[config.mk]
export PLATFORM = sky130hd
export DESIGN_NAME = dbh_top
export DESIGN_NICKNAME = d
export VERILOG_FILES = /design/src/inc/dbh_pkg.sv /design/src/rtl/dbh_gfifo.sv /design/src/rtl/dbh_top.sv
export VERILOG_INCLUDE_DIRS = /design/src /design/src/inc
export SDC_FILE = /design/constraint.sdc
export NUM_CORES = 1
export LEC_CHECK = 0
export ABC_AREA = 1
export BUFFER_PORTS_ARGS = -buffer_cell sky130_fd_sc_hd__buf_4
export CORE_MARGIN = 2
export CORE_UTILIZATION = 45
export DETAILED_ROUTE_END_ITERATION = 10
export MAX_ROUTING_LAYER = met4
export PLACE_DENSITY = 0.6
export SKIP_CTS_REPAIR_TIMING = 1
export SLEW_MARGIN = 25
export SYNTH_ARGS = -nofsm -noshare
export SYNTH_HDL_FRONTEND = slang
export SYNTH_SLANG_ARGS = --single-unit
export TNS_END_PERCENT = 20
[constraint.sdc]
create_clock -name mclk -period 3.4 [get_ports mclk]
set_clock_uncertainty 0.05 [all_clocks]
set_input_delay 0.17 -clock mclk [delete_from_list [all_inputs] [get_ports mclk]]
set_output_delay 0.17 -clock mclk [all_outputs]
set_load 0.01 [all_outputs]
[src/inc/dbh_regs.svh]
// Constants of the debug host serial block
`ifndef DBH_REGS_SVH
`define DBH_REGS_SVH

`define DBH_DIV_W      16
`define DBH_ONE_CNT    16'h0001
`define DBH_ESC_BYTE   8'hFD
`define DBH_BITS_FULL  4'h8
`define DBH_BITS_SHORT 4'h7
`define DBH_FIFO_AW    1

`endif

[src/inc/dbh_pkg.sv]
// Types shared by the debug host serial block
`include "dbh_regs.svh"
`default_nettype none
package dbh_pkg;

  typedef struct packed {
    logic [`DBH_DIV_W-1:0] divisor;
    logic                  seven_bit;
    logic                  two_stop;
  } dbh_line_type;

  typedef struct packed {
    logic [7:0] data;
    logic       frame_err;
  } dbh_word_type;

  typedef enum logic [4:0] {
    TX_IDLE  = 5'h01,
    TX_START = 5'h02,
    TX_DATA  = 5'h04,
    TX_STOP  = 5'h08,
    TX_BREAK = 5'h10
  } dbh_tx_state_type;

  typedef enum logic [4:0] {
    RX_IDLE  = 5'h01,
    RX_START = 5'h02,
    RX_DATA  = 5'h04,
    RX_STOP  = 5'h08,
    RX_WAIT  = 5'h10
  } dbh_rx_state_type;

endpackage
`default_nettype wire

[src/rtl/dbh_gfifo.sv]
// Two-entry buffer with gray-coded pointers between its two sides
`timescale 1ns/1ps
`default_nettype none
`include "dbh_regs.svh"
module dbh_gfifo
(
  // Clock, reset, enable
  input  wire logic                  mclk,
  input  wire logic                  resetn,
  input  wire logic                  ce,
  // Filling side
  input  wire dbh_pkg::dbh_word_type in_word,
  input  wire logic                  in_valid,
  output logic                       in_ready,
  // Draining side
  output dbh_pkg::dbh_word_type      out_word,
  output logic                       out_valid,
  input  wire logic                  out_ready
);
  localparam int AW = `DBH_FIFO_AW;
  localparam logic [AW:0] FULL_MASK = (AW+1)'(3) << (AW-1);

  function automatic logic [AW:0] to_gray(input logic [AW:0] b);
    to_gray = b ^ (b >> 1);
  endfunction

  dbh_pkg::dbh_word_type mem [2**AW];
  logic [AW:0] wr_bin;
  logic [AW:0] rd_bin;
  logic [AW:0] wr_gray;
  logic [AW:0] rd_gray;
  logic [AW:0] wg_meta;
  logic [AW:0] wg_sync;
  logic [AW:0] rg_meta;
  logic [AW:0] rg_sync;

  wire logic        push        = in_valid && in_ready && ce;
  wire logic        pop         = out_valid && out_ready && ce;
  wire logic [AW:0] next_wr_bin = wr_bin + 1'b1;
  wire logic [AW:0] next_rd_bin = rd_bin + 1'b1;

  // Each side sees the other's pointer only through its gray copy, so
  // full and empty are late by the sync delay but never wrong
  assign in_ready  = (wr_gray != (rg_sync ^ FULL_MASK)); // RQ6
  assign out_valid = (rd_gray != wg_sync);               // RQ6
  assign out_word  = mem[rd_bin[AW-1:0]];

  always_ff @(posedge mclk)
  begin
    if (push)
      mem[wr_bin[AW-1:0]] <= in_word;
  end

  always_ff @(posedge mclk or negedge resetn)
  begin
    if (!resetn)
    begin
      wr_bin  <= '0;
      rd_bin  <= '0;
      wr_gray <= '0;
      rd_gray <= '0;
      wg_meta <= '0;
      wg_sync <= '0;
      rg_meta <= '0;
      rg_sync <= '0;
    end
    else if (ce)
    begin
      if (push)
      begin
        wr_bin  <= next_wr_bin;
        wr_gray <= to_gray(next_wr_bin);
      end
      if (pop)
      begin
        rd_bin  <= next_rd_bin;
        rd_gray <= to_gray(next_rd_bin);
      end
      wg_meta <= wr_gray;
      wg_sync <= wg_meta;
      rg_meta <= rd_gray;
      rg_sync <= rg_meta;
    end
  end
endmodule
`default_nettype wire

[src/rtl/dbh_top.sv]
// Debug host serial block: shared engines, byte router, two channels
`timescale 1ns/1ps
`default_nettype none
`include "dbh_regs.svh"
// How it works
// RQ1: Normal and debug channels share one transmit and one receive engine.
// RQ2: Each channel has its own control logic and its own user port group.
// RQ3: An escape byte steers the next received byte to the debug channel.
// RQ4: Normal channel keeps the usual configurable line and stream ports.
// RQ5: With debug enabled, normal uses debug divisor; other options masked.
// RQ6: Normal receive data passes a FIFO with gray-coded pointers.
// RQ7: Debug characters: start bit zero, eight data bits, stop bit one.
// RQ8: Either side sends break by holding low; break resynchronises routing.
// RQ9: Data bits go least significant bit first.
// RQ10: Line low across a whole frame with stop sets a sticky break flag.
module dbh_top
(
  // Clock, reset, enable
  input  wire logic                  mclk,
  input  wire logic                  resetn,
  input  wire logic                  ce,
  // Serial pins
  input  wire logic                  rxd,
  output logic                       txd,
  // Normal channel
  input  wire dbh_pkg::dbh_line_type nrm_line,
  input  wire logic [7:0]            nrm_tx_data,
  input  wire logic                  nrm_tx_valid,
  output logic                       nrm_tx_ready,
  input  wire logic                  nrm_break_req,
  output dbh_pkg::dbh_word_type      nrm_rx_word,
  output logic                       nrm_rx_valid,
  input  wire logic                  nrm_rx_ready,
  // Debug channel
  input  wire logic                  dbg_enable,
  input  wire logic [15:0]           dbg_divisor,
  input  wire logic [7:0]            dbg_tx_data,
  input  wire logic                  dbg_tx_valid,
  output logic                       dbg_tx_ready,
  input  wire logic                  dbg_break_req,
  output dbh_pkg::dbh_word_type      dbg_rx_word,
  output logic                       dbg_rx_valid,
  input  wire logic                  dbg_rx_ready,
  // Status
  output logic                       break_flag,
  input  wire logic                  break_clr,
  output logic                       rx_overrun
);
  function automatic logic [15:0] bit_len(input logic [15:0] div);
    bit_len = (div > `DBH_ONE_CNT) ? div - `DBH_ONE_CNT : 16'h0000;
  endfunction

  dbh_pkg::dbh_tx_state_type tx_state;
  dbh_pkg::dbh_tx_state_type next_tx_state;
  dbh_pkg::dbh_rx_state_type rx_state;
  dbh_pkg::dbh_rx_state_type next_rx_state;
  dbh_pkg::dbh_line_type     eff_line;
  dbh_pkg::dbh_word_type     rx_word;
  logic [15:0] tx_cnt;
  logic [15:0] next_tx_cnt;
  logic [7:0]  tx_shift;
  logic [7:0]  next_tx_shift;
  logic [3:0]  tx_left;
  logic [3:0]  next_tx_left;
  logic        next_txd;
  logic        esc_sent;
  logic [15:0] rx_cnt;
  logic [15:0] next_rx_cnt;
  logic [7:0]  rx_shift;
  logic [7:0]  next_rx_shift;
  logic [3:0]  rx_left;
  logic [3:0]  next_rx_left;
  logic        rx_seven;
  logic        next_rx_seven;
  logic        rx_meta;
  logic        rx_s2;
  logic        rx_s3;
  logic        rx_filt;
  logic        route_esc;
  logic        nrm_in_ready;
  logic        dbg_in_ready;

  // When debug owns the line the normal channel cannot pick 7 bits or
  // two stops, else the host would lose framing on interleaved bytes
  wire dbh_pkg::dbh_line_type dbg_line = '{divisor:   dbg_divisor,
                                           seven_bit: 1'b0,
                                           two_stop:  1'b0};
  assign eff_line = dbg_enable ? dbg_line : nrm_line; // RQ5 RQ4

  // Transmit side selection
  wire logic       brk_req  = nrm_break_req || (dbg_enable && dbg_break_req);
  wire logic       tx_idle  = (tx_state == dbh_pkg::TX_IDLE) && !brk_req;
  wire logic       ld_dbg   = tx_idle && dbg_enable && dbg_tx_valid;
  wire logic       ld_nrm   = tx_idle && nrm_tx_valid && !ld_dbg;
  wire logic       ld_any   = ld_dbg || ld_nrm;
  wire logic [7:0] ld_byte  = ld_nrm ? nrm_tx_data
                            : (esc_sent ? dbg_tx_data : `DBH_ESC_BYTE);
  wire logic [3:0] ld_bits  = eff_line.seven_bit ? `DBH_BITS_SHORT
                                                 : `DBH_BITS_FULL;
  wire logic       tx_tick  = (tx_cnt == 16'h0000);
  wire logic [15:0] reload  = bit_len(eff_line.divisor);

  assign dbg_tx_ready = ld_dbg && esc_sent && ce; // RQ1
  assign nrm_tx_ready = ld_nrm && ce;             // RQ1

  always_comb
  begin
    next_tx_state = tx_state;
    next_txd      = txd;
    next_tx_cnt   = tx_tick ? reload : tx_cnt - `DBH_ONE_CNT;
    next_tx_shift = tx_shift;
    next_tx_left  = tx_left;
    unique case (tx_state)
      dbh_pkg::TX_IDLE:
        if (brk_req)
        begin
          next_tx_state = dbh_pkg::TX_BREAK; // RQ8
          next_txd      = 1'b0;
        end
        else if (ld_any)
        begin
          next_tx_state = dbh_pkg::TX_START; // RQ7
          next_txd      = 1'b0;
          next_tx_cnt   = reload;
          next_tx_shift = ld_byte;
          next_tx_left  = ld_bits - 4'h1;
        end
      dbh_pkg::TX_START:
        if (tx_tick)
        begin
          next_tx_state = dbh_pkg::TX_DATA;
          next_txd      = tx_shift[0]; // RQ9
          next_tx_shift = {1'b0, tx_shift[7:1]};
        end
      dbh_pkg::TX_DATA:
        if (tx_tick && tx_left == 4'h0)
        begin
          next_tx_state = dbh_pkg::TX_STOP; // RQ7
          next_txd      = 1'b1;
          next_tx_left  = {3'h0, eff_line.two_stop};
        end
        else if (tx_tick)
        begin
          next_txd      = tx_shift[0]; // RQ9
          next_tx_shift = {1'b0, tx_shift[7:1]};
          next_tx_left  = tx_left - 4'h1;
        end
      dbh_pkg::TX_STOP:
        if (tx_tick && tx_left != 4'h0)
          next_tx_left = tx_left - 4'h1;
        else if (tx_tick)
          next_tx_state = dbh_pkg::TX_IDLE;
      dbh_pkg::TX_BREAK:
        // One stop time of mark follows a break so the far end rearms
        if (!brk_req)
        begin
          next_tx_state = dbh_pkg::TX_STOP; // RQ8
          next_txd      = 1'b1;
          next_tx_cnt   = reload;
          next_tx_left  = 4'h0;
        end
    endcase
  end

  always_ff @(posedge mclk or negedge resetn)
  begin
    if (!resetn)
    begin
      tx_state <= dbh_pkg::TX_IDLE;
      txd      <= 1'b1;
      tx_cnt   <= 16'h0000;
      tx_shift <= 8'h00;
      tx_left  <= 4'h0;
      esc_sent <= 1'b0;
    end
    else if (ce)
    begin
      tx_state <= next_tx_state;
      txd      <= next_txd;
      tx_cnt   <= next_tx_cnt;
      tx_shift <= next_tx_shift;
      tx_left  <= next_tx_left;
      esc_sent <= dbg_enable && (esc_sent ^ ld_dbg); // RQ3
    end
  end

  // Receive side
  wire logic       rx_tick  = (rx_cnt == 16'h0000);
  wire logic [7:0] rx_byte  = rx_seven ? {1'b0, rx_shift[7:1]} : rx_shift;
  wire logic       rx_end   = (rx_state == dbh_pkg::RX_STOP) && rx_tick && ce;
  wire logic       brk_evt  = rx_end && !rx_filt && (rx_byte == 8'h00);
  wire logic       rx_done  = rx_end && !brk_evt;
  // Only a finished frame may arm steering: the shifter passes through
  // escape-like values mid-frame and keeps the last byte afterwards
  wire logic       esc_hit  = rx_done && dbg_enable && !route_esc
                           && (rx_byte == `DBH_ESC_BYTE);
  wire logic       dbg_push = rx_done && route_esc;            // RQ3
  wire logic       nrm_push = rx_done && !route_esc && !esc_hit; // RQ3

  assign rx_word = '{data: rx_byte, frame_err: !rx_filt};

  always_comb
  begin
    next_rx_state = rx_state;
    next_rx_cnt   = rx_tick ? reload : rx_cnt - `DBH_ONE_CNT;
    next_rx_shift = rx_shift;
    next_rx_left  = rx_left;
    next_rx_seven = rx_seven;
    unique case (rx_state)
      dbh_pkg::RX_IDLE:
        if (!rx_filt)
        begin
          next_rx_state = dbh_pkg::RX_START;
          next_rx_cnt   = bit_len({1'b0, eff_line.divisor[15:1]});
          next_rx_seven = eff_line.seven_bit;
        end
      dbh_pkg::RX_START:
        if (rx_tick)
        begin
          next_rx_state = rx_filt ? dbh_pkg::RX_IDLE : dbh_pkg::RX_DATA;
          next_rx_left  = (rx_seven ? `DBH_BITS_SHORT : `DBH_BITS_FULL)
                        - 4'h1;
        end
      dbh_pkg::RX_DATA:
        if (rx_tick)
        begin
          next_rx_shift = {rx_filt, rx_shift[7:1]}; // RQ9
          next_rx_left  = rx_left - 4'h1;
          if (rx_left == 4'h0)
            next_rx_state = dbh_pkg::RX_STOP;
        end
      dbh_pkg::RX_STOP:
        if (rx_tick)
          next_rx_state = (brk_evt) ? dbh_pkg::RX_WAIT // RQ10
                                    : dbh_pkg::RX_IDLE;
      dbh_pkg::RX_WAIT:
        if (rx_filt)
          next_rx_state = dbh_pkg::RX_IDLE; // RQ8
    endcase
  end

  always_ff @(posedge mclk or negedge resetn)
  begin
    if (!resetn)
    begin
      rx_meta    <= 1'b1;
      rx_s2      <= 1'b1;
      rx_s3      <= 1'b1;
      rx_filt    <= 1'b1;
      rx_state   <= dbh_pkg::RX_IDLE;
      rx_cnt     <= 16'h0000;
      rx_shift   <= 8'h00;
      rx_left    <= 4'h0;
      rx_seven   <= 1'b0;
      route_esc  <= 1'b0;
      break_flag <= 1'b0;
      rx_overrun <= 1'b0;
    end
    else if (ce)
    begin
      rx_meta    <= rxd;
      rx_s2      <= rx_meta;
      rx_s3      <= rx_s2;
      if (rx_s2 == rx_s3)
        rx_filt  <= rx_s3;
      rx_state   <= next_rx_state;
      rx_cnt     <= next_rx_cnt;
      rx_shift   <= next_rx_shift;
      rx_left    <= next_rx_left;
      rx_seven   <= next_rx_seven;
      // A break drops any half-received escape so both ends restart clean
      route_esc  <= dbg_enable && !brk_evt && !dbg_push
                  && (route_esc || esc_hit);            // RQ8 RQ3
      break_flag <= brk_evt || (break_flag && !break_clr); // RQ10
      rx_overrun <= (nrm_push && !nrm_in_ready)
                 || (dbg_push && !dbg_in_ready);
    end
  end

  dbh_gfifo u_nrm_fifo
  (
    .mclk      (mclk),
    .resetn    (resetn),
    .ce        (ce),
    .in_word   (rx_word),
    .in_valid  (nrm_push),
    .in_ready  (nrm_in_ready),
    .out_word  (nrm_rx_word),
    .out_valid (nrm_rx_valid),
    .out_ready (nrm_rx_ready)
  ); // RQ6

  dbh_gfifo u_dbg_fifo
  (
    .mclk      (mclk),
    .resetn    (resetn),
    .ce        (ce),
    .in_word   (rx_word),
    .in_valid  (dbg_push),
    .in_ready  (dbg_in_ready),
    .out_word  (dbg_rx_word),
    .out_valid (dbg_rx_valid),
    .out_ready (dbg_rx_ready)
  ); // RQ2
endmodule
`default_nettype wire

==> results of run 1 <==
-- through the flow --
step / setup WS (ps) / hold slack, ps / std cells
after floorplan: 1033 / -175.6 / 1289
after global placement: 815.2 / 268.2 / 1618
after detailed placement: 778.6 / 258.5 / 1618
after CTS: 830.0 / -194.5 / 1650
after global routing: 564.6 / 42.36 / 1653
final: 887.6 / 55.53 / 1653
-- where the power goes --
part | switching [mW] | internal (mW) | leakage [nW]
Clock | 0.857 | 0.990 | 0.286
Sequential | 0.279 | 1.99 | 1.60
Combinational | 1.14 | 0.725 | 3.35
-- cell families after synthesis --
kind of cell | after synthesis | share of synthesized area
simple gates | 736 | 0.3496
mux | 1 | 0.001249
buf+inv | 195 | 0.08729
compound gates | 172 | 0.1032
fa+ha+maj | 13 | 0.01804
xor+xnor | 32 | 0.03109
flops | 140 | 0.4095
-- critical path: cells and delay by family, from the launching register on --
kind,cells,cell delay (ps)
compound gates,2,940
flops,1,530
buf+inv,1,330
simple gates,2,320
-- layout by cell type (no fill, tap or decap), drive strengths merged, types with 2 or more instances in the layout --
cell         Yosys  final
a21oi           46     46
a31oi            4      4
and3             2      2
buf             16     95
clkbuf          15     17
clkinv           2      8
clkinvlp         0      2
dfrtp           97     97
dfstp            7      7
dlygate4sd3      0      3
edfxtp          36     36
ha              13     13
inv            162    169
nand2          440    440
nand3           85     85
nand3b           5      5
nand4           34     34
nor2           157    157
nor3             6      6
nor4             2      2
o211ai           6      6
o21ai          108    108
o22ai            3      3
or2              2      2
xnor2            7      7
xor2            25     25
-- registers in the layout (all words and copies together) (netlist names), 2 cells and up --
| register | flops |
|---|---|
| u_dbg_fifo.wg_meta | 2 |
| u_nrm_fifo.rg_meta | 2 |
| tx_cnt | 16 |
| tx_shift | 8 |
| rx_left | 4 |
| u_dbg_fifo.rg_meta | 2 |
| u_nrm_fifo.wg_sync | 2 |
| rx_shift | 8 |
| tx_left | 4 |
| u_nrm_fifo.mem | 18 |
| u_nrm_fifo.rd_gray | 2 |
| u_dbg_fifo.wg_sync | 2 |
| rx_cnt | 16 |
| u_dbg_fifo.rg_sync | 2 |
| u_nrm_fifo.wg_meta | 2 |
| u_nrm_fifo.rg_sync | 2 |
| u_dbg_fifo.mem | 18 |
| u_nrm_fifo.wr_gray | 2 |
| u_dbg_fifo.wr_gray | 2 |
| rx_state | 5 |
| tx_state | 5 |
| u_dbg_fifo.rd_gray | 2 |
-- routing by layer --
layer	routed length [um]	up-vias	global-route usage
met5	0	-	-
met4	190	0	0.04461
met3	839	16	0.03417
met2	11170	178	0.3808
met1	11520	3849	0.3285
li1	-	4297	-
-- path summary, 6_finish.rpt --
kind / to / cells after the start / startpoint / slack (ps)
min in group asynchronous: u_nrm_fifo.wg_sync[1] / 2 / resetn / 320
worst max register to register: u_nrm_fifo.mem[1][0] / 5 / rx_seven / 890
worst min register to register: rx_meta / 2 / rx_meta / 420
worst max-delay path: u_nrm_fifo.mem[1][0] / 5 / rx_seven / 890
worst min-delay path: u_dbg_fifo.rd_bin[0] / 3 / dbg_rx_ready / 60
max in group asynchronous: txd / 3 / resetn / 2170
-- area by class of cell --
class | instances | area [um2]
multi-input combinational | 954 | 4537
timing repair buffer | 98 | 755.7
tap | 265 | 331.6
clock buffer | 17 | 425.4
inverter | 164 | 616.8
fill | 1986 | 9057
clock inverter | 15 | 173.9
sequential | 140 | 3692
==> metrics.txt, run 1 <==
status=finished, final reports clean; DRC=0; synth unique cells=47; DR vias=8340; critical path type=reg2reg; routed wire length=23.72 mm; Post-Syn Area per Cell=6.995 um2; Setup-failing EPs final=0; period utilisation layout=0.7389; initial antenna violation count=0; Min-Delay Path Class=in2reg; commonest cells in the synthesized netlist=nand2_1 (428), inv_1 (155), nor2_1 (134); TritonCTS clock tree=yes; Post-Syn Area=9016 um2; FF+latch count, synth=140; Final TNS setup=0 ps; Total Routing Usage GR=0.2386; register area share after synthesis=0.4095; unrepaired setup endpoints after global routing=false; Top Ports=87; Overall Power=5.986 mW; ant diodes=0; Async SR Flop Fraction=0.7429; Arr. time, crit path=2550 ps; largest net degree at the start of global routing=62; Rows=51; Fmax=398.0 MHz; Core ar.=19590 um2; RePlAce Congestion=0.9147; Main synth FF type=dfrtp_1; Synth Instances=1289; Synth warnings=0; CTS root buffer=clkbuf_16; largest area contributor in the netlist=dfrtp_1; Chip Height=145.6 um; first-iteration detailed-routing DRC count=574; largest cells by area after synthesis=dfrtp_1 (27%), nand2_1 (18%), edfxtp_1 (12%), inv_1 (6.5%), nor2_1 (5.6%); Syn Nets=1364; Least-Margin Pin Slew=799.2 ps; max cap viols=0; crit-path max FO=17; P_leak=5.240 nW; Max VDD drop=0.0003400 V; share of cells above drive strength 1=0.1390; Synth top area share=0.2692; DR vias/cell=5.045; EDFF count, synth=36; Final #Nets=1450; die area=21180 um2; WL/cell=14.35 um; Req. time, crit path=3440 ps; clock slew at reported path FFs=70 ps; Final ANT Viol Nets=0; width of the die=145.6 um; Crit-path slowest cell=o21ai_0; crit-path max cell delay=550 ps; area grow syn2layout=16.82%; CP Launch Type=flop; worst skew pair latency=430 ps; Overflow after GRT=0; Post-DP HPWL=17.96 mm; final hold violations=0; fin crit period=2512 ps; Slew HR=0.4672; most common cell in the netlist=nand2_1; H-tree level count=4; Setup crit end kind=flop; Pre-antenna DRT Iters=5; vias in the first global route=7879; critical path, cell by cell=o21ai_0 > nor2_1 > a31oi_1 > nand4_1 > inv_1; Design Area, Final=10530 um2; Final Core Density=0.5377; fin. max-slew vios=0; Starting Density=0.4602; Post-DP Area=9903 um2; Port Buffers=86; CTS buffer count=17; Clock Path Buffers=2; first-pass GRT wire length=40.09 mm; clock net sink count=140; Power Dens Cells=568.3 nW/um2
No activity file was read; power rests on OpenSTA's default activity.
==> run 2, diff against run 1 <==
- PLACE_DENSITY: 0.6 -> 0.63
- clock period: 3.4 -> 2 ns (I/O delays scaled with it)
==> run 2 against run 1 <==
Effect of this change: the run now ends with negative hold slack, negative setup slack left; critical path depth increased by 5; core utilization increased by 6.4 points; clock power increased by 69%; sequential cell count unchanged; total power increased by 85%; register-to-register slack got worse by 1000 ps; via count increased by 7.2%; global-route usage increased by 1.1 points; first-iteration DRC count increased by 14%; final cell count increased by 8.1%.
==> metrics.txt, run 2 (synthesized netlist as in run 1, its figures left out) <==
DR vias=8943 (was 8340); worst skew pair latency=430 ps (about the same); Final Non-Filler Cells=1787 (was 1653); P_leak=5.882 nW (was 5.240 nW); final hold violations=1 (was 0); width of the die=145.6 um (unchanged); clock net sink count=140 (unchanged); routed wire length=25.69 mm (was 23.72 mm); critical path type=reg2reg (unchanged); max cap viols=0 (unchanged); H-tree level count=4 (unchanged); DR vias/cell=5.004 (was 5.045); crit path launch=rx_cnt[1] (was rx_seven); area of the multi-input gates=4737 um2 (was 4537 um2); CTS buffer count=17 (unchanged); worst setup path end=u_dbg_fifo.mem[1][5] (was u_nrm_fifo.mem[1][0]); Setup crit end kind=flop (unchanged); failing checks=negative hold slack, negative setup slack; Crit-path slowest cell=dfrtp_1 (was o21ai_0); critical path, cell by cell=inv_2 > ha_4 > nand2_4 > nor4_4 > nand4_1 > nor2_4 > buf_6 > nand4_1 > buf_6 > clkinvlp_4 (was o21ai_0 > nor2_1 > a31oi_1 > nand4_1 > inv_1); Slew HR=0.6553 (was 0.4672); clock slew at reported path FFs=60 ps (was 70 ps); fin worst setup slack=-159.6 ps (was 887.6 ps); CTS root buffer=clkbuf_16 (unchanged); Final #Nets=1584 (was 1450); Reg2Reg Setup Slack=-160 ps (was 890 ps); ant diodes=0 (unchanged); crit-path max cell delay=390 ps (was 550 ps); register area=3694 um2 (was 3692 um2); Final Core Density=0.6013 (was 0.5377); Setup-failing EPs final=44 (was 0); WL/cell=14.37 um (was 14.35 um); RePlAce Congestion=0.9732 (was 0.9147); Chip Height=145.6 um (unchanged); cell depth of the worst flop-to-flop path=10 (was 5); worst slack, placed=-179.1 ps (was 778.6 ps); Placed Instances=1739 (was 1618); share of cells above drive strength 1=0.2372 (was 0.1390); fin. max-slew vios=0 (unchanged); Pre-antenna DRT Iters=6 (was 5); final hold slack=-0.01657 ps (was 55.53 ps); Post-DP HPWL=19.46 mm (was 17.96 mm); Starting Density=0.4602 (unchanged); DRC=0 (unchanged); commonest cells after routing, fill and taps aside=nand2_1 (423), buf_4 (214), inv_1 (146) (was nand2_1 (428), inv_1 (155), nor2_1 (134)); Clock Path Buffers=2 (unchanged); area grow syn2layout=30.64% (was 16.82%); Overflow after GRT=0 (unchanged); Filler Cell Count=1821 (was 1986); initial antenna violation count=0 (unchanged); Final TNS setup=-5558 ps (was 0 ps); Arr. time, crit path=2250 ps (was 2550 ps); Max VDD drop=0.0007299 V (was 0.0003400 V); Fmax=463.1 MHz (was 398.0 MHz); TritonCTS clock tree=yes (unchanged); unrepaired setup endpoints after global routing=true (was false); Design Area, Final=11780 um2 (was 10530 um2); Post-DP Area=10890 um2 (was 9903 um2); Rows=51 (unchanged); period utilisation layout=1.080 (was 0.7389); Total Routing Usage GR=0.2498 (was 0.2386); crit-path max FO=5 (was 17); Final ANT Viol Nets=0 (unchanged); vias in the first global route=8436 (was 7879); Min-Delay Path Class=in2reg (unchanged); first-pass GRT wire length=41.65 mm (was 40.09 mm); Least-Margin Pin Slew=517.1 ps (was 799.2 ps); die area=21180 um2 (unchanged); most common cell after layout, fill and taps aside=nand2_1 (unchanged); status=complete, but fails checks (was finished, final reports clean); CP Launch Type=flop (unchanged); Power Dens Cells=941.6 nW/um2 (was 568.3 nW/um2); worst reg2reg path startpoint=rx_cnt[1] (was rx_seven); Top Ports=87 (unchanged); Req. time, crit path=2090 ps (was 3440 ps); Critical R2R Capture=u_dbg_fifo.mem[1][5] (was u_nrm_fifo.mem[1][0]); largest net degree at the start of global routing=42 (was 62); fin crit period=2160 ps (was 2512 ps); Core ar.=19590 um2 (unchanged); first-iteration detailed-routing DRC count=655 (was 574); Port Buffers=86 (unchanged)
==> run 2: worst min path at each step <==
stage                   start               endpoint  slack, ps  cells past startpoint
6_report       nrm_tx_data[6]            tx_shift[6]      -0.02                      5
3_3_place_gp           resetn  u_nrm_fifo.wg_sync[0]         60                      1
5_1_grt        nrm_tx_data[3]            tx_shift[3]         30                      5
3_5_place_dp           resetn  u_nrm_fifo.rd_gray[0]         70                      1
2_1_floorplan          resetn             break_flag       -250                      0
4_1_cts                resetn             rx_cnt[10]       -400                      1
==> run 2: layer usage <==
| layer | vias to the layer above | wire length, um | global-route usage |
|---|---|---|---|
| met1 | 4121 | 12070 | 0.3417 |
| met4 | 0 | 289 | 0.05784 |
| met3 | 28 | 1158 | 0.03605 |
| met5 | - | 0 | - |
| met2 | 228 | 12170 | 0.3957 |
| li1 | 4566 | - | - |
==> run 2: final cells by class <==
cell class,count,area share
Multi-Input combinational cell,956,0.4022
Sequential cell,140,0.3136
Timing Repair Buffer,228,0.1521
Inverter,164,0.05311
Clock buffer,19,0.03856
Tap cell,265,0.02815
Clock inverter,13,0.01105
Timing Repair inverter,2,0.001275
==> run 2: critical path, delay by kind of cell (launching register included) <==
family	cells	cell delay, ps
buf+inv	4	460
simple gates	5	820
fa+ha+maj	1	160
flops	1	390
==> run 2: stage by stage <==
stage,power [mW],hold slack (ps)
global route,11.85,27.77
floorplan,6.067,-245.6
global placement,7.749,64.32
finish,11.09,-0.01657
detailed placement,7.788,66.21
CTS,10.95,-396.5
==> run 2: report_power, final <==
group          switching, mW  total, mW  internal (mW)  leakage (nW)
Combinational           2.35       4.18           1.83          4.00
Sequential             0.389       3.78           3.40          1.60
Clock                   1.32       3.13           1.81         0.278
